## src/rtl/sto_pkg.sv

```systemverilog
package sto_pkg;

    // ****************************************
    // register map (apb byte addresses)
    // ****************************************
    localparam logic [7:0] STO_CTRL_OFF   = 8'h00;
    localparam logic [7:0] STO_STATUS_OFF = 8'h04;
    localparam logic [7:0] STO_TERM_OFF   = 8'h08;
    localparam logic [7:0] STO_IRQ_ST_OFF = 8'h0c;
    localparam logic [7:0] STO_IRQ_EN_OFF = 8'h10;
    localparam logic [7:0] STO_IRQ_CL_OFF = 8'h14;

    // ****************************************
    // control register fields
    // ****************************************
    localparam int CTRL_MODE_LSB  = 0;
    localparam int CTRL_SAFE_SW   = 2;
    localparam int CTRL_MON_SW    = 3;
    localparam int CTRL_EXT_TRIP  = 4;
    localparam int CTRL_TRIP_CLR  = 5;

    // ****************************************
    // terminal register fields
    // ****************************************
    localparam int TERM_IN3_FN_LSB  = 0;
    localparam int TERM_IN4_FN_LSB  = 8;
    localparam int TERM_OUT11_FN_LSB = 16;
    localparam int TERM_IN3_ACT     = 24;
    localparam int TERM_IN4_ACT     = 25;
    localparam int TERM_OUT11_ACT   = 26;

    // ****************************************
    // setting codes
    // ****************************************
    localparam logic [1:0] MODE_NO_TRIP   = 2'h0;
    localparam logic [1:0] MODE_TRIP      = 2'h1;
    localparam logic [7:0] FN_SAFE_A      = 8'h4d;   // decimal 77
    localparam logic [7:0] FN_SAFE_B      = 8'h4e;   // decimal 78
    localparam logic [7:0] FN_DEV_MON     = 8'h3e;   // decimal 62
    localparam logic [7:0] FN_NONE        = 8'hff;
    localparam logic       ACT_NC         = 1'h1;    // setting 01
    localparam logic       ACT_NO         = 1'h0;    // setting 00
    localparam logic [7:0] TRIP_NONE      = 8'h00;
    localparam logic [7:0] SAFE_STOP_TRIP_CODE = 8'h25; // decimal 37
    localparam logic [7:0] EXTERNAL_TRIP_CODE  = 8'h0c; // decimal 12

    // ****************************************
    // reset values and timing
    // ****************************************
    localparam logic [1:0] CTRL_MODE_RST  = 2'h0;
    localparam int         CORE_CLK_MHZ   = 200;
    localparam int         CUTOFF_MAX_MS  = 10;
    localparam int         CUTOFF_MAX_CYC = CUTOFF_MAX_MS * CORE_CLK_MHZ * 1000;

    // ****************************************
    // interrupt bits
    // ****************************************
    localparam int IRQ_W        = 3;
    localparam int IRQ_TRIP     = 0;
    localparam int IRQ_CUT      = 1;
    localparam int IRQ_ONE_CHAN = 2;

    typedef enum logic [2:0] {
        STO_RUN     = 3'b001,
        STO_STOPPED = 3'b010,
        STO_TRIPPED = 3'b100
    } sto_state_type;

endpackage

```

## src/rtl/sto_sync.sv

```systemverilog
`timescale 1ns/10ps
module sto_sync
    import sto_pkg::*;
(
    // clock and reset
    input  wire logic core_clk_i,
    input  wire logic rst_i,
    // data
    input  wire logic async_i,
    output logic      sync_o
);
    logic stage1;
    logic stage2;
    logic next_stage1;
    logic next_stage2;

    // first stage feeds only the second one
    always_comb begin
        next_stage1 = async_i;
        next_stage2 = stage1;
    end

    always_ff @(posedge core_clk_i) begin
        if (rst_i) begin
            stage1 <= 1'b0;
            stage2 <= 1'b0;
        end else begin
            stage1 <= next_stage1;
            stage2 <= next_stage2;
        end
    end

    assign sync_o = stage2;
endmodule

```

## src/rtl/sto_irq.sv

```systemverilog
`timescale 1ns/10ps
module sto_irq
    import sto_pkg::*;
(
    // clock and reset
    input  wire logic             core_clk_i,
    input  wire logic             rst_i,
    // events and software access
    input  wire logic [IRQ_W-1:0] event_i,
    input  wire logic [IRQ_W-1:0] clear_i,
    input  wire logic             en_we_i,
    input  wire logic [IRQ_W-1:0] en_wdata_i,
    output logic [IRQ_W-1:0]      status_o,
    output logic [IRQ_W-1:0]      enable_o,
    output logic                  irq_o
);
    logic [IRQ_W-1:0] status;
    logic [IRQ_W-1:0] enable;
    logic [IRQ_W-1:0] next_status;
    logic [IRQ_W-1:0] next_enable;

    // set wins over a clear in the same cycle
    always_comb begin
        next_status = (status & ~clear_i) | event_i;
        next_enable = en_we_i ? en_wdata_i : enable;
    end

    always_ff @(posedge core_clk_i) begin
        if (rst_i) begin
            status <= '0;
            enable <= '0;
        end else begin
            status <= next_status;
            enable <= next_enable;
        end
    end

    assign status_o = status;
    assign enable_o = enable;
    assign irq_o    = |(status & enable);
endmodule

```

## src/rtl/sto_interlock.sv

```systemverilog
`timescale 1ns/10ps
module sto_interlock
    import sto_pkg::*;
(
    // clock and reset
    input  wire logic        core_clk_i,
    input  wire logic        rst_i,
    // apb slave
    input  wire logic        psel,
    input  wire logic        penable,
    input  wire logic        pwrite,
    input  wire logic [7:0]  paddr,
    input  wire logic [31:0] pwdata,
    output logic [31:0]      prdata,
    output logic             pready,
    output logic             pslverr,
    // safety channels, high while current flows
    input  wire logic        safe_channel_a_i,
    input  wire logic        safe_channel_b_i,
    // power stage gating request and result
    input  wire logic        gate_run_i,
    output logic             gate_enable_o,
    // monitor output and trip
    output logic             device_monitor_out_o,
    output logic [7:0]       trip_code_o,
    output logic             irq_o
);

    // ****************************************
    // bus decode
    // ****************************************
    logic wr_access;
    logic rd_access;
    logic addr_ok;

    function automatic logic sto_hit(input logic [7:0] addr, input logic [7:0] off);
        sto_hit = (addr == off);
    endfunction

    assign wr_access = psel & penable & pwrite;
    assign rd_access = psel & penable & ~pwrite;
    assign addr_ok   = sto_hit(paddr, STO_CTRL_OFF) | sto_hit(paddr, STO_STATUS_OFF) |
                       sto_hit(paddr, STO_TERM_OFF) | sto_hit(paddr, STO_IRQ_ST_OFF) |
                       sto_hit(paddr, STO_IRQ_EN_OFF) | sto_hit(paddr, STO_IRQ_CL_OFF);
    assign pready    = 1'b1;
    assign pslverr   = psel & penable & ~addr_ok;

    // ****************************************
    // control and terminal assignment state
    // ****************************************
    logic [1:0] safe_input_mode_setting;
    logic       safety_switch;
    logic       monitor_switch;
    logic       ext_trip;
    logic [7:0] input3_function_select;
    logic [7:0] input4_function_select;
    logic [7:0] output11_function_select;
    logic       in3_active;
    logic       in4_active;
    logic       out11_active;
    logic [1:0] next_mode;
    logic       next_safety_switch;
    logic       next_monitor_switch;
    logic       next_ext_trip;
    logic [7:0] next_in3_fn;
    logic [7:0] next_in4_fn;
    logic [7:0] next_out11_fn;
    logic       next_in3_act;
    logic       next_in4_act;
    logic       next_out11_act;
    logic       trip_clr_req;
    logic       term_wr;

    assign term_wr      = wr_access & sto_hit(paddr, STO_TERM_OFF);
    assign trip_clr_req = wr_access & sto_hit(paddr, STO_CTRL_OFF) & pwdata[CTRL_TRIP_CLR];

    always_comb begin
        next_mode           = safe_input_mode_setting;
        next_safety_switch  = safety_switch;
        next_monitor_switch = monitor_switch;
        next_ext_trip       = ext_trip;
        next_in3_fn         = input3_function_select;
        next_in4_fn         = input4_function_select;
        next_out11_fn       = output11_function_select;
        next_in3_act        = in3_active;
        next_in4_act        = in4_active;
        next_out11_act      = out11_active;
        if (wr_access && sto_hit(paddr, STO_CTRL_OFF)) begin
            next_mode           = pwdata[CTRL_MODE_LSB +: 2];
            next_safety_switch  = pwdata[CTRL_SAFE_SW];
            next_monitor_switch = pwdata[CTRL_MON_SW];
            next_ext_trip       = pwdata[CTRL_EXT_TRIP];
        end
        // writes land only on assignments the switches do not own
        if (term_wr && !safety_switch) begin
            next_in3_fn  = pwdata[TERM_IN3_FN_LSB +: 8];
            next_in4_fn  = pwdata[TERM_IN4_FN_LSB +: 8];
            next_in3_act = pwdata[TERM_IN3_ACT];
            next_in4_act = pwdata[TERM_IN4_ACT];
        end
        if (term_wr && !monitor_switch) begin
            next_out11_fn  = pwdata[TERM_OUT11_FN_LSB +: 8];
            next_out11_act = pwdata[TERM_OUT11_ACT];
        end
        // switch on forces the safety assignments
        if (next_safety_switch) begin
            next_in3_fn  = FN_SAFE_A;
            next_in4_fn  = FN_SAFE_B;
            next_in3_act = ACT_NC;
            next_in4_act = ACT_NC;
        end else if (safety_switch) begin
            next_in3_fn  = FN_NONE;
            next_in4_fn  = FN_NONE;
            next_in3_act = ACT_NO;
            next_in4_act = ACT_NO;
        end
        if (next_monitor_switch) begin
            next_out11_fn  = FN_DEV_MON;
            next_out11_act = ACT_NO;
        end else if (monitor_switch) begin
            next_out11_fn  = FN_NONE;
            next_out11_act = ACT_NO;
        end
    end

    always_ff @(posedge core_clk_i) begin
        if (rst_i) begin
            safe_input_mode_setting  <= CTRL_MODE_RST;
            safety_switch            <= 1'b0;
            monitor_switch           <= 1'b0;
            ext_trip                 <= 1'b0;
            input3_function_select   <= FN_NONE;
            input4_function_select   <= FN_NONE;
            output11_function_select <= FN_NONE;
            in3_active               <= ACT_NO;
            in4_active               <= ACT_NO;
            out11_active             <= ACT_NO;
        end else begin
            safe_input_mode_setting  <= next_mode;
            safety_switch            <= next_safety_switch;
            monitor_switch           <= next_monitor_switch;
            ext_trip                 <= next_ext_trip;
            input3_function_select   <= next_in3_fn;
            input4_function_select   <= next_in4_fn;
            output11_function_select <= next_out11_fn;
            in3_active               <= next_in3_act;
            in4_active               <= next_in4_act;
            out11_active             <= next_out11_act;
        end
    end

    // ****************************************
    // channel sampling
    // ****************************************
    logic chan_a_sync;
    logic chan_b_sync;

    // synced copies serve trip, monitor, the one-channel interrupt and the status read
    sto_sync u_sync_a (
        .core_clk_i (core_clk_i),
        .rst_i      (rst_i),
        .async_i    (safe_channel_a_i),
        .sync_o     (chan_a_sync)
    );

    sto_sync u_sync_b (
        .core_clk_i (core_clk_i),
        .rst_i      (rst_i),
        .async_i    (safe_channel_b_i),
        .sync_o     (chan_b_sync)
    );

    // ****************************************
    // gating cut, combinational on raw pins
    // ****************************************
    // no clock in the path, so cut-off is far below the time limit
    logic interlock_active;
    logic tripped;

    assign interlock_active = safety_switch;
    assign gate_enable_o    = gate_run_i & ~tripped &
                              (~interlock_active | (safe_channel_a_i & safe_channel_b_i));

    // ****************************************
    // stop and trip state machine
    // ****************************************
    sto_state_type state;
    sto_state_type next_state;
    logic          both_on;
    logic          any_off;

    assign both_on = chan_a_sync & chan_b_sync;
    assign any_off = interlock_active & ~both_on;

    always_comb begin
        next_state = state;
        unique case (state)
            STO_RUN: begin
                if (any_off && safe_input_mode_setting == MODE_TRIP) begin
                    next_state = STO_TRIPPED;
                end else if (any_off) begin
                    next_state = STO_STOPPED;
                end
            end
            STO_STOPPED: begin
                if (!any_off) begin
                    next_state = STO_RUN;
                end else if (safe_input_mode_setting == MODE_TRIP) begin
                    next_state = STO_TRIPPED;
                end
            end
            STO_TRIPPED: begin
                // trip is held until software clears it with channels closed
                if (trip_clr_req && !any_off) begin
                    next_state = STO_RUN;
                end
            end
            default: next_state = STO_RUN;
        endcase
    end

    always_ff @(posedge core_clk_i) begin
        if (rst_i) begin
            state <= STO_RUN;
        end else begin
            state <= next_state;
        end
    end

    assign tripped = (state == STO_TRIPPED);

    // ****************************************
    // trip code and monitor output
    // ****************************************
    logic [7:0] trip_code;
    logic [7:0] next_trip_code;
    logic       monitor;
    logic       next_monitor;

    always_comb begin
        if (tripped) begin
            next_trip_code = SAFE_STOP_TRIP_CODE;
        end else if (ext_trip) begin
            next_trip_code = EXTERNAL_TRIP_CODE;
        end else begin
            next_trip_code = TRIP_NONE;
        end
        // conducts only with both channels open
        next_monitor = monitor_switch & ~chan_a_sync & ~chan_b_sync;
    end

    always_ff @(posedge core_clk_i) begin
        if (rst_i) begin
            trip_code <= TRIP_NONE;
            monitor   <= 1'b0;
        end else begin
            trip_code <= next_trip_code;
            monitor   <= next_monitor;
        end
    end

    assign trip_code_o          = trip_code;
    assign device_monitor_out_o = monitor;

    // ****************************************
    // interrupts
    // ****************************************
    logic [IRQ_W-1:0] irq_event;
    logic [IRQ_W-1:0] irq_status;
    logic [IRQ_W-1:0] irq_enable;
    logic             state_run;
    logic             prev_run;

    assign state_run = (state == STO_RUN);

    always_ff @(posedge core_clk_i) begin
        if (rst_i) begin
            prev_run <= 1'b1;
        end else begin
            prev_run <= state_run;
        end
    end

    always_comb begin
        irq_event               = '0;
        irq_event[IRQ_TRIP]     = (next_state == STO_TRIPPED) & ~tripped;
        irq_event[IRQ_CUT]      = prev_run & ~state_run;
        irq_event[IRQ_ONE_CHAN] = interlock_active & (chan_a_sync ^ chan_b_sync);
    end

    sto_irq u_irq (
        .core_clk_i (core_clk_i),
        .rst_i      (rst_i),
        .event_i    (irq_event),
        .clear_i    (wr_access && sto_hit(paddr, STO_IRQ_CL_OFF) ? pwdata[IRQ_W-1:0] : '0),
        .en_we_i    (wr_access && sto_hit(paddr, STO_IRQ_EN_OFF)),
        .en_wdata_i (pwdata[IRQ_W-1:0]),
        .status_o   (irq_status),
        .enable_o   (irq_enable),
        .irq_o      (irq_o)
    );

    // ****************************************
    // read data
    // ****************************************
    logic [31:0] next_prdata;
    logic [31:0] prdata_q;

    always_comb begin
        next_prdata = 32'h0000_0000;
        if (rd_access) begin
            if (sto_hit(paddr, STO_CTRL_OFF)) begin
                next_prdata[CTRL_MODE_LSB +: 2] = safe_input_mode_setting;
                next_prdata[CTRL_SAFE_SW]       = safety_switch;
                next_prdata[CTRL_MON_SW]        = monitor_switch;
                next_prdata[CTRL_EXT_TRIP]      = ext_trip;
            end else if (sto_hit(paddr, STO_STATUS_OFF)) begin
                next_prdata[2:0]  = state;
                next_prdata[3]    = chan_a_sync;
                next_prdata[4]    = chan_b_sync;
                next_prdata[5]    = gate_enable_o;
                next_prdata[6]    = monitor;
                next_prdata[15:8] = trip_code;
            end else if (sto_hit(paddr, STO_TERM_OFF)) begin
                next_prdata[TERM_IN3_FN_LSB +: 8]   = input3_function_select;
                next_prdata[TERM_IN4_FN_LSB +: 8]   = input4_function_select;
                next_prdata[TERM_OUT11_FN_LSB +: 8] = output11_function_select;
                next_prdata[TERM_IN3_ACT]           = in3_active;
                next_prdata[TERM_IN4_ACT]           = in4_active;
                next_prdata[TERM_OUT11_ACT]         = out11_active;
            end else if (sto_hit(paddr, STO_IRQ_ST_OFF)) begin
                next_prdata[IRQ_W-1:0] = irq_status;
            end else if (sto_hit(paddr, STO_IRQ_EN_OFF)) begin
                next_prdata[IRQ_W-1:0] = irq_enable;
            end
        end
    end

    // read data is combinational within the access phase
    assign prdata_q = next_prdata;
    assign prdata   = prdata_q;

endmodule

```

## config.mk

```make
export PLATFORM = sky130hd
export DESIGN_NAME = sto_interlock
export DESIGN_NICKNAME = d
export VERILOG_FILES = /design/src/rtl/sto_pkg.sv /design/src/rtl/sto_sync.sv /design/src/rtl/sto_irq.sv /design/src/rtl/sto_interlock.sv
export SDC_FILE = /design/constraint.sdc
export NUM_CORES = 1
export LEC_CHECK = 0
export BUFFER_PORTS_ARGS = -buffer_cell sky130_fd_sc_hd__buf_2
export CAP_MARGIN = 30
export CORE_MARGIN = 5
export CORE_UTILIZATION = 45
export DETAILED_ROUTE_END_ITERATION = 7
export PLACE_DENSITY = 0.82
export RECOVER_POWER = 100
export SYNTH_ARGS = -nofsm -noshare
export SYNTH_HDL_FRONTEND = slang
export SYNTH_HIERARCHICAL = 1
export SYNTH_SLANG_ARGS = --single-unit
```

## constraint.sdc

```tcl
create_clock -name core_clk_i -period 2.29 [get_ports core_clk_i]
set_clock_uncertainty 0.05 [all_clocks]
set_input_delay 0.458 -clock core_clk_i [delete_from_list [all_inputs] [get_ports core_clk_i]]
set_output_delay 0.458 -clock core_clk_i [all_outputs]
set_load 0.02 [all_outputs]
```

==> impl_metrics.prom, run 1 <==
# TYPE chip_impl_metric gauge
chip_impl_metric{name="finalCoreUtilization",unit="%"} 59.01
chip_impl_metric{name="sw_frac_of_total",unit="%"} 25.58
chip_impl_metric{name="floorplan.core_area",unit="µm²"} 5540
chip_impl_metric{name="final_min_period_over_clock_period",unit="%"} 99.90
chip_impl_info{name="hold_class",value="primary input to flop"} 1
chip_impl_metric{name="wire_per_inst",unit="µm"} 14.50
chip_impl_metric{name="floorplan.die.height",unit="µm"} 85.90
chip_impl_metric{name="fraction_of_power_consumed_by_combinational_cells",unit="%"} 10.5
chip_impl_metric{name="power_frac_seq",unit="%"} 56.4
chip_impl_metric{name="clock_tree.htree_level_count",unit=""} 2
chip_impl_metric{name="drc_violations_left",unit=""} 0
chip_impl_metric{name="achievable-frequency",unit="MHz"} 437.1
chip_impl_metric{name="dp.final_hpwl",unit="µm"} 5262
chip_impl_metric{name="switching_power",unit="W"} 0.0003964
chip_impl_metric{name="crit_required",unit="ns"} 1.78
chip_impl_metric{name="internal_power",unit="W"} 0.001154
chip_impl_metric{name="timing.final.ws_setup",unit="ns"} 0.002219
chip_impl_info{name="start_kind",value="primary input"} 1
chip_impl_metric{name="dp_worst_setup_slack",unit="ns"} -0.1799
chip_impl_metric{name="n_antenna_cell",unit=""} 0
chip_impl_metric{name="postSynthCellCount",unit=""} 311
chip_impl_metric{name="finalNonFillerCells",unit=""} 473
chip_impl_info{name="final_cell_mix",value="sky130_fd_sc_hd__buf_2, sky130_fd_sc_hd__dfxtp_1, sky130_fd_sc_hd__a21oi_1"} 1
chip_impl_metric{name="detail_route.iter0.violations",unit=""} 166
chip_impl_metric{name="grt-ovfl-total",unit=""} 0
chip_impl_metric{name="routed-via-count",unit=""} 2505
chip_impl_metric{name="drv.max_cap_violation_count",unit=""} 0
chip_impl_info{name="ctsRootBufferMaster",value="sky130_fd_sc_hd__clkbuf_8"} 1
chip_impl_metric{name="timing.final.setup_violations",unit=""} 0
chip_impl_metric{name="power.clock.fraction",unit="%"} 33.1
chip_impl_metric{name="finalWeightedCongestion",unit=""} 0.8343
chip_impl_metric{name="first_pass_iters",unit=""} 6
chip_impl_metric{name="synthesis.area_per_instance",unit="µm²"} 8.336
chip_impl_info{name="worst-setup-path-type",value="primary input to output port"} 1
chip_impl_metric{name="slew_violations",unit=""} 0
chip_impl_metric{name="synth.yosys.seq_area_share",unit="%"} 38.61
chip_impl_metric{name="antenna_violations_before_repair",unit=""} 0
chip_impl_metric{name="leakage",unit="nW"} 1.381
chip_impl_metric{name="clock-sinks",unit=""} 50
chip_impl_metric{name="cts_made_buffers",unit=""} 5
chip_impl_metric{name="grt_pass1_wl",unit="µm"} 10740
chip_impl_metric{name="clock_tree_buf_depth",unit=""} 2
chip_impl_metric{name="crit_path_max_fanout",unit=""} 4
chip_impl_metric{name="yosysUniqueCellTypes",unit=""} 44
chip_impl_metric{name="placedCellCount",unit=""} 465
chip_impl_metric{name="via_count_of_the_first_global_routing_pass",unit=""} 2367
chip_impl_info{name="status",value="complete, no violations"} 1
chip_impl_info{name="critPathCaptureType",value="output port"} 1
chip_impl_metric{name="avgViaCountPerCell",unit=""} 5.296
chip_impl_metric{name="floorplan.initialDensity",unit="%"} 46.79
chip_impl_metric{name="antenna_violating_nets_post_route",unit=""} 0
chip_impl_metric{name="finalNetCount",unit=""} 449
chip_impl_metric{name="arrival_time_worst_endpoint",unit="ns"} 1.78
chip_impl_metric{name="die_area",unit="µm²"} 7379
chip_impl_metric{name="ioPinCount",unit=""} 93
chip_impl_metric{name="post-layout-total-power",unit="W"} 0.001550
chip_impl_metric{name="power_density",unit="nW/µm²"} 474.1
chip_impl_metric{name="fp-row-count",unit=""} 27
chip_impl_metric{name="vdd_ir_drop_max",unit="mV"} 0.2728
chip_impl_metric{name="grt_usage",unit="%"} 17.91
chip_impl_metric{name="period_needed",unit="ns"} 2.288
chip_impl_metric{name="grt_start_max_net_pins",unit=""} 32
chip_impl_metric{name="final_layout_size_suffix_gt1_share",unit="%"} 30.17
chip_impl_info{name="layout.cells.most_common",value="sky130_fd_sc_hd__buf_2"} 1
chip_impl_metric{name="clk_transition_reported_paths",unit="ns"} 0.09
chip_impl_metric{name="slew_headroom",unit="%"} 9.962
chip_impl_metric{name="worst_slew_pin_slew",unit="ns"} 1.351
chip_impl_metric{name="mappedNetlistArea",unit="µm²"} 2592
chip_impl_metric{name="cts_hold_buf",unit=""} 0
chip_impl_metric{name="areaGrowthSynthToFinish",unit="%"} 26.11
chip_impl_info{name="rsz0062_at_grt",value="yes"} 1
chip_impl_metric{name="port_buffers",unit=""} 77
chip_impl_metric{name="synth_seq_cells",unit=""} 50
chip_impl_metric{name="final.fill_count",unit=""} 519
chip_impl_metric{name="wl",unit="µm"} 6859
chip_impl_info{name="tritoncts_clock_tree",value="built"} 1
chip_impl_metric{name="clk-insertion-delay-late",unit="ns"} 0.30
chip_impl_metric{name="finalHoldViolations",unit=""} 0
chip_impl_metric{name="synth-warning-count",unit=""} 6
chip_impl_metric{name="die_w",unit="µm"} 85.90
-- power by group through the flow --
stage	clock network, W	registers (W)	logic [W]
floorplan	0	0.000894	0.0000894
global placement	0	0.000894	0.000152
detailed placement	0	0.000895	0.000156
CTS	0.000520	0.000874	0.000159
global route	0.000563	0.000875	0.000178
finish	0.000512	0.000874	0.000163
-- final timing paths --
kind | start | to | slack, ns | cells after the start
setup reg to reg | interlock_active$_SDFF_PP0_ | input4_function_select[2]$_SDFFE_PP1P_ | 0.52 | 5
hold / removal | pwdata[19] | output11_function_select[3]$_SDFFE_PP1P_ | 0.31 | 3
hold reg to reg | u_sync_b/next_stage2$_SDFF_PP0_ | u_sync_b/sync_o$_SDFF_PP0_ | 0.40 | 1
setup / recovery | paddr[5] | prdata[2] | 0.002 | 6
-- registers in the layout, summed over array words and instances (netlist names), 2 cells and up --
register / flops
input4_function_select: 8
input3_function_select: 8
u_irq/status_o: 3
output11_function_select: 8
state: 3
safe_input_mode_setting: 2
trip_code_o: 3
u_irq/enable_o: 3
-- Yosys cell counts (all sizes together) --
cell type     n  share of area (%)
a211oi        4                1.2
a21oi        39                7.5
a221oi        3                1.0
a222oi        1               0.39
a22oi         6                1.7
a41oi         2               0.68
and2         22                5.3
and3          1               0.24
and3b         1               0.34
buf          19                5.5
clkbuf        7                1.0
conb          2               0.29
dfxtp        50                 39
dlygate4sd3   1               0.39
ha            1               0.48
inv           9                1.3
mux2          2                1.2
mux2i        21                8.1
nand2        30                4.3
nand2b        5                1.2
nand3         3               0.58
nand3b        1               0.29
nand4         1               0.24
nor2         17                2.5
nor2b        11                2.7
nor3          7                1.4
nor3b         5                1.4
nor4          4               0.97
nor4b         1               0.34
o211ai        1               0.29
o21a          4                1.2
o21ai        18                3.5
o21ba         2               0.77
o22ai         3               0.72
or3           3               0.97
or3b          1               0.34
or4           2               0.87
xor2          1               0.34
-- cell families after synthesis --
| kind of cell | after synthesis | synth area share, % |
|---|---|---|
| buf+inv | 36 | 8.156 |
| xor+xnor | 1 | 0.3379 |
| simple gates | 115 | 23.94 |
| flops | 50 | 38.61 |
| compound gates | 83 | 18.92 |
| other cells | 2 | 0.2897 |
| mux | 23 | 9.266 |
| fa+ha+maj | 1 | 0.4825 |
-- per-layer routing --
layer  vias to the layer above  part of all wire [%]  global-route usage [%]
li1                       1246                     -                       -
met1                      1158                    40                   20.86
met2                        87                    51                   31.46
met3                        14                   7.6                   4.611
met4                         0                   1.8                   6.475
met5                         -                     0                       0
-- layout make-up --
| cell class | count | area, µm² | area share (%) |
|---|---|---|---|
| Inverter | 9 | 33.78 | 1.033 |
| Multi-Input combinational cell | 233 | 1478 | 45.20 |
| Sequential cell | 50 | 1001 | 30.62 |
| Tap cell | 72 | 90.09 | 2.755 |
| Clock buffer | 5 | 68.82 | 2.105 |
| Timing Repair Buffer | 101 | 576.8 | 17.64 |
| Clock inverter | 3 | 21.27 | 0.6506 |
-- critical path: stages --
cell,delay (ns)
sky130_fd_sc_hd__buf_6,0.09
sky130_fd_sc_hd__or3_4,0.38
sky130_fd_sc_hd__or3_4,0.37
sky130_fd_sc_hd__a221oi_2,0.19
sky130_fd_sc_hd__o21a_2,0.17
sky130_fd_sc_hd__buf_6,0.11
-- repair_timing --
action	CTS	global route
endpoints found under the hold margin	0	0
pin swaps	0	1
setup buffers	0	0
gates resized for setup	6	10
endpoints found under the setup margin	3	9
-- stage by stage --
stage,hold slack [ns],instance area [µm²],setup TNS (ns)
after floorplan,0.3638,2636,-0.08460
after global placement,0.3699,3127,-0.4498
after detailed placement,0.3727,3127,-0.6807
after CTS,0.3114,3244,0
after global routing,0.3046,3269,-0.06595
final,0.3138,3269,0
No activity file was read; power rests on OpenSTA's default activity.
==> inputs of run 2 (changes only) <==
--- a/config.mk
+++ b/config.mk
@@ -5,6 +5,7 @@
 export SDC_FILE = /design/constraint.sdc
 export NUM_CORES = 1
 export LEC_CHECK = 0
+export ABC_AREA = 1
 export BUFFER_PORTS_ARGS = -buffer_cell sky130_fd_sc_hd__buf_2
 export CAP_MARGIN = 30
 export CORE_MARGIN = 5
@@ -12,6 +13,7 @@
 export DETAILED_ROUTE_END_ITERATION = 7
 export PLACE_DENSITY = 0.82
 export RECOVER_POWER = 100
+export SLEW_MARGIN = 10
 export SYNTH_ARGS = -nofsm -noshare
 export SYNTH_HDL_FRONTEND = slang
 export SYNTH_HIERARCHICAL = 1
==> impl_metrics.prom, run 2 <==
# TYPE chip_impl_metric gauge
chip_impl_info{name="status",value="complete, no violations"} 1
chip_impl_metric{name="multi_input_comb_area",unit="µm²"} 1364
chip_impl_metric{name="postSynthCellCount",unit=""} 390
chip_impl_info{name="layout.cells.most_common",value="sky130_fd_sc_hd__nand2_1"} 1
chip_impl_info{name="tritoncts_clock_tree",value="built"} 1
chip_impl_metric{name="final_min_period_over_clock_period",unit="%"} 96.89
chip_impl_info{name="dominantRegCellSynth",value="sky130_fd_sc_hd__dfxtp_1"} 1
chip_impl_info{name="critPathCaptureType",value="output port"} 1
chip_impl_metric{name="number_of_synthesized_flops_with_an_enable_pin",unit=""} 0
chip_impl_info{name="worst-setup-path-type",value="primary input to output port"} 1
chip_impl_metric{name="ff2ff_setup_slack",unit="ns"} 0.76
chip_impl_info{name="worstReg2RegEnd",value="u_irq/status_o[0]$_SDFF_PP0_"} 1
chip_impl_metric{name="area.sequential",unit="µm²"} 1001
chip_impl_metric{name="vdd_ir_drop_max",unit="mV"} 0.3188
chip_impl_info{name="worst_hold_startpoint",value="safe_channel_b_i"} 1
chip_impl_metric{name="drc_violations_left",unit=""} 0
chip_impl_metric{name="slew_violations",unit=""} 0
chip_impl_info{name="worstPathCellList",value="buf_2 > inv_1 > nor2_1 > nand2_1 > nor2_4 > buf_12 > nand2_1 > o211ai_1 > nand2_1 > inv_1 > buf_2"} 1
chip_impl_info{name="synthTopCellsByArea",value="sky130_fd_sc_hd__dfxtp_1, sky130_fd_sc_hd__nand2_1, sky130_fd_sc_hd__inv_1"} 1
chip_impl_metric{name="antenna_violating_nets_post_route",unit=""} 0
chip_impl_metric{name="via_count_of_the_first_global_routing_pass",unit=""} 2678
chip_impl_metric{name="fin_tns_setup",unit="ns"} 0
chip_impl_info{name="cell_type_with_the_largest_total_area_after_synthesis",value="sky130_fd_sc_hd__dfxtp_1"} 1
chip_impl_metric{name="finalNetCount",unit=""} 526
chip_impl_metric{name="grt_start_max_net_pins",unit=""} 22
chip_impl_info{name="reg_to_reg_start",value="interlock_active$_SDFF_PP0_"} 1
chip_impl_metric{name="die_w",unit="µm"} 87.52
chip_impl_info{name="start_kind",value="primary input"} 1
chip_impl_metric{name="cp_slowest_stage_delay",unit="ns"} 0.18
chip_impl_metric{name="synth.yosys.seq_area_share",unit="%"} 37.02
chip_impl_metric{name="placed_cell_area",unit="µm²"} 3172
chip_impl_metric{name="avgViaCountPerCell",unit=""} 5.197
chip_impl_metric{name="wl",unit="µm"} 7650
chip_impl_metric{name="clock_tree.htree_level_count",unit=""} 2
chip_impl_info{name="hold_class",value="primary input to flop"} 1
chip_impl_metric{name="ff2ff_path_depth",unit=""} 9
chip_impl_metric{name="grt_pass1_wl",unit="µm"} 12260
chip_impl_info{name="final_cell_mix",value="sky130_fd_sc_hd__nand2_1, sky130_fd_sc_hd__buf_2, sky130_fd_sc_hd__inv_1, sky130_fd_sc_hd__dfxtp_1, sky130_fd_sc_hd__nor2_1"} 1
chip_impl_metric{name="leakage",unit="nW"} 1.593
chip_impl_metric{name="cts_made_buffers",unit=""} 5
chip_impl_metric{name="finalHoldViolations",unit=""} 0
chip_impl_metric{name="floorplan.core_area",unit="µm²"} 5886
chip_impl_metric{name="final.hold.worst_slack",unit="ns"} 0.2951
chip_impl_metric{name="ioPinCount",unit=""} 93
chip_impl_metric{name="dp.final_hpwl",unit="µm"} 5642
chip_impl_info{name="crit_family",value="buffers and inverters"} 1
chip_impl_metric{name="die_area",unit="µm²"} 7659
chip_impl_metric{name="clock-sinks",unit=""} 50
chip_impl_metric{name="crit_path_max_fanout",unit=""} 15
chip_impl_metric{name="final.fill_count",unit=""} 585
chip_impl_info{name="largest_registers",value="input3_function_select (8), input4_function_select (8), output11_function_select (8)"} 1
chip_impl_info{name="ctsRootBufferMaster",value="sky130_fd_sc_hd__clkbuf_8"} 1
chip_impl_metric{name="synth-warning-count",unit=""} 6
chip_impl_metric{name="period_needed",unit="ns"} 2.219
chip_impl_metric{name="final_layout_size_suffix_gt1_share",unit="%"} 23.64
chip_impl_metric{name="power_density",unit="nW/µm²"} 497.9
chip_impl_metric{name="final_area",unit="µm²"} 3297
chip_impl_metric{name="n_antenna_cell",unit=""} 0
chip_impl_metric{name="synth_seq_cells",unit=""} 50
chip_impl_metric{name="fp-row-count",unit=""} 28
chip_impl_info{name="worst_path_most_repeated_cell",value="sky130_fd_sc_hd__nand2_1"} 1
chip_impl_metric{name="floorplan.initialDensity",unit="%"} 45.94
chip_impl_metric{name="achievable-frequency",unit="MHz"} 450.7
chip_impl_metric{name="drv.max_cap_violation_count",unit=""} 0
chip_impl_metric{name="areaGrowthSynthToFinish",unit="%"} 21.93
chip_impl_metric{name="yosysUniqueCellTypes",unit=""} 33
chip_impl_metric{name="cts_hold_buf",unit=""} 0
chip_impl_metric{name="first_pass_iters",unit=""} 4
chip_impl_metric{name="grt-ovfl-total",unit=""} 0
chip_impl_info{name="rsz0062_at_grt",value="yes"} 1
chip_impl_metric{name="arrival_time_worst_endpoint",unit="ns"} 1.71
chip_impl_metric{name="ys_async_sr_fraction",unit="%"} 0
chip_impl_info{name="synth_top_cells_by_count",value="sky130_fd_sc_hd__nand2_1, sky130_fd_sc_hd__inv_1, sky130_fd_sc_hd__dfxtp_1, sky130_fd_sc_hd__nor2_1, sky130_fd_sc_hd__o21ai_0"} 1
chip_impl_metric{name="grt_usage",unit="%"} 20.08
chip_impl_metric{name="mappedNetlistArea",unit="µm²"} 2704
chip_impl_metric{name="worst_slew_pin_slew",unit="ns"} 0.9179
chip_impl_metric{name="wire_per_inst",unit="µm"} 13.83
chip_impl_metric{name="finalWeightedCongestion",unit=""} 0.8652
chip_impl_metric{name="worst-path-buf-inv",unit=""} 5
chip_impl_metric{name="clock_tree_buf_depth",unit=""} 2
chip_impl_metric{name="hold_path_depth",unit=""} 3
chip_impl_metric{name="synthesis.area_per_instance",unit="µm²"} 6.933
chip_impl_metric{name="clk_transition_reported_paths",unit="ns"} 0.10
chip_impl_metric{name="slew_headroom",unit="%"} 38.81
chip_impl_metric{name="timing.final.setup_violations",unit=""} 0
chip_impl_metric{name="clk-insertion-delay-late",unit="ns"} 0.32
chip_impl_metric{name="placedCellCount",unit=""} 540
chip_impl_metric{name="finalNonFillerCells",unit=""} 553
chip_impl_metric{name="synth_top_area_share",unit="%"} 37.02
chip_impl_metric{name="port_buffers",unit=""} 77
chip_impl_info{name="min_to",value="u_sync_b/next_stage2$_SDFF_PP0_"} 1
chip_impl_info{name="cp_slowest_cell",value="sky130_fd_sc_hd__nor2_4"} 1
chip_impl_info{name="cell_with_the_most_instances_after_synthesis",value="sky130_fd_sc_hd__nand2_1"} 1
chip_impl_metric{name="antenna_violations_before_repair",unit=""} 0
chip_impl_metric{name="floorplan.die.height",unit="µm"} 87.52
chip_impl_metric{name="post-layout-total-power",unit="W"} 0.001642
chip_impl_metric{name="detail_route.iter0.violations",unit=""} 232
chip_impl_metric{name="routed-via-count",unit=""} 2874
chip_impl_metric{name="crit_required",unit="ns"} 1.78
-- run 2: kinds of logic after synthesis --
family | after synthesis | synth area share, %
flip-flops | 50 | 37.02
other | 2 | 0.2778
adder cells (fa/ha/maj) | 1 | 0.4627
buffers and inverters | 81 | 13.74
AO/OA/AOI/OAI | 60 | 12.45
AND/OR/NAND/NOR | 196 | 36.05
-- run 2: worst reg2reg max path, stage by stage (launching register included) --
cell	delay, ns
sky130_fd_sc_hd__dfxtp_1	0.41
sky130_fd_sc_hd__inv_1	0.08
sky130_fd_sc_hd__buf_4	0.21
sky130_fd_sc_hd__nor2_1	0.21
sky130_fd_sc_hd__inv_1	0.09
sky130_fd_sc_hd__nor3_1	0.13
sky130_fd_sc_hd__nand2_1	0.08
sky130_fd_sc_hd__inv_1	0.06
sky130_fd_sc_hd__inv_1	0.03
sky130_fd_sc_hd__a21oi_1	0.13
-- run 2: worst max path at each step --
stage | from | end | slack, ns | cells past startpoint
2_1_floorplan | paddr[4] | prdata[14] | 0.10 | 6
3_3_place_gp | paddr[4] | prdata[26] | 0.06 | 9
3_5_place_dp | paddr[4] | prdata[22] | 0.03 | 9
4_1_cts | paddr[4] | prdata[22] | 0.02 | 9
5_1_grt | paddr[3] | prdata[3] | -0.04 | 10
6_report | paddr[3] | prdata[4] | 0.07 | 11
-- run 2: repair_timing --
item                                    CTS  global route
gates resized for setup                   0            14
setup buffers                             0             4
endpoints found under the setup margin    0            25
endpoints found under the hold margin     0             0
-- run 2: power breakdown --
group / total [W] / switching, W / internal [W]
clock network: 0.000631 / 0.000305 / 0.000326
registers: 0.000875 / 0.00000207 / 0.000873
logic: 0.000136 / 0.0000897 / 0.0000462
-- run 2: final cells by class --
cell class,instances,share of cell area (%)
repair buffers,94,15.41
clock inverters,2,1.139
flip-flops and latches,50,30.36
multi-input cells,268,41.37
well taps,75,2.846
inverters,58,6.679
clock buffers,6,2.201
-- run 2: per-stage QoR --
stage,util (%),setup WS (ns)
final,56.02,0.07126
after CTS,55.76,0.02328
after detailed placement,53.89,0.02820
after floorplan,-,0.1033
after global routing,56.02,-0.03844
after global placement,53.89,0.06059
-- run 2: routing by layer --
metal / global-route usage, % / vias to the layer above / wire length, µm / part of all wire [%]
met1: 25.58 / 1316 / 3172 / 41
met4: 7.950 / 0 / 160 / 2.1
met5: 0 / - / 0 / 0
li1: - / 1424 / - / -
met2: 33.49 / 116 / 3668 / 48
met3: 3.690 / 18 / 649 / 8.5
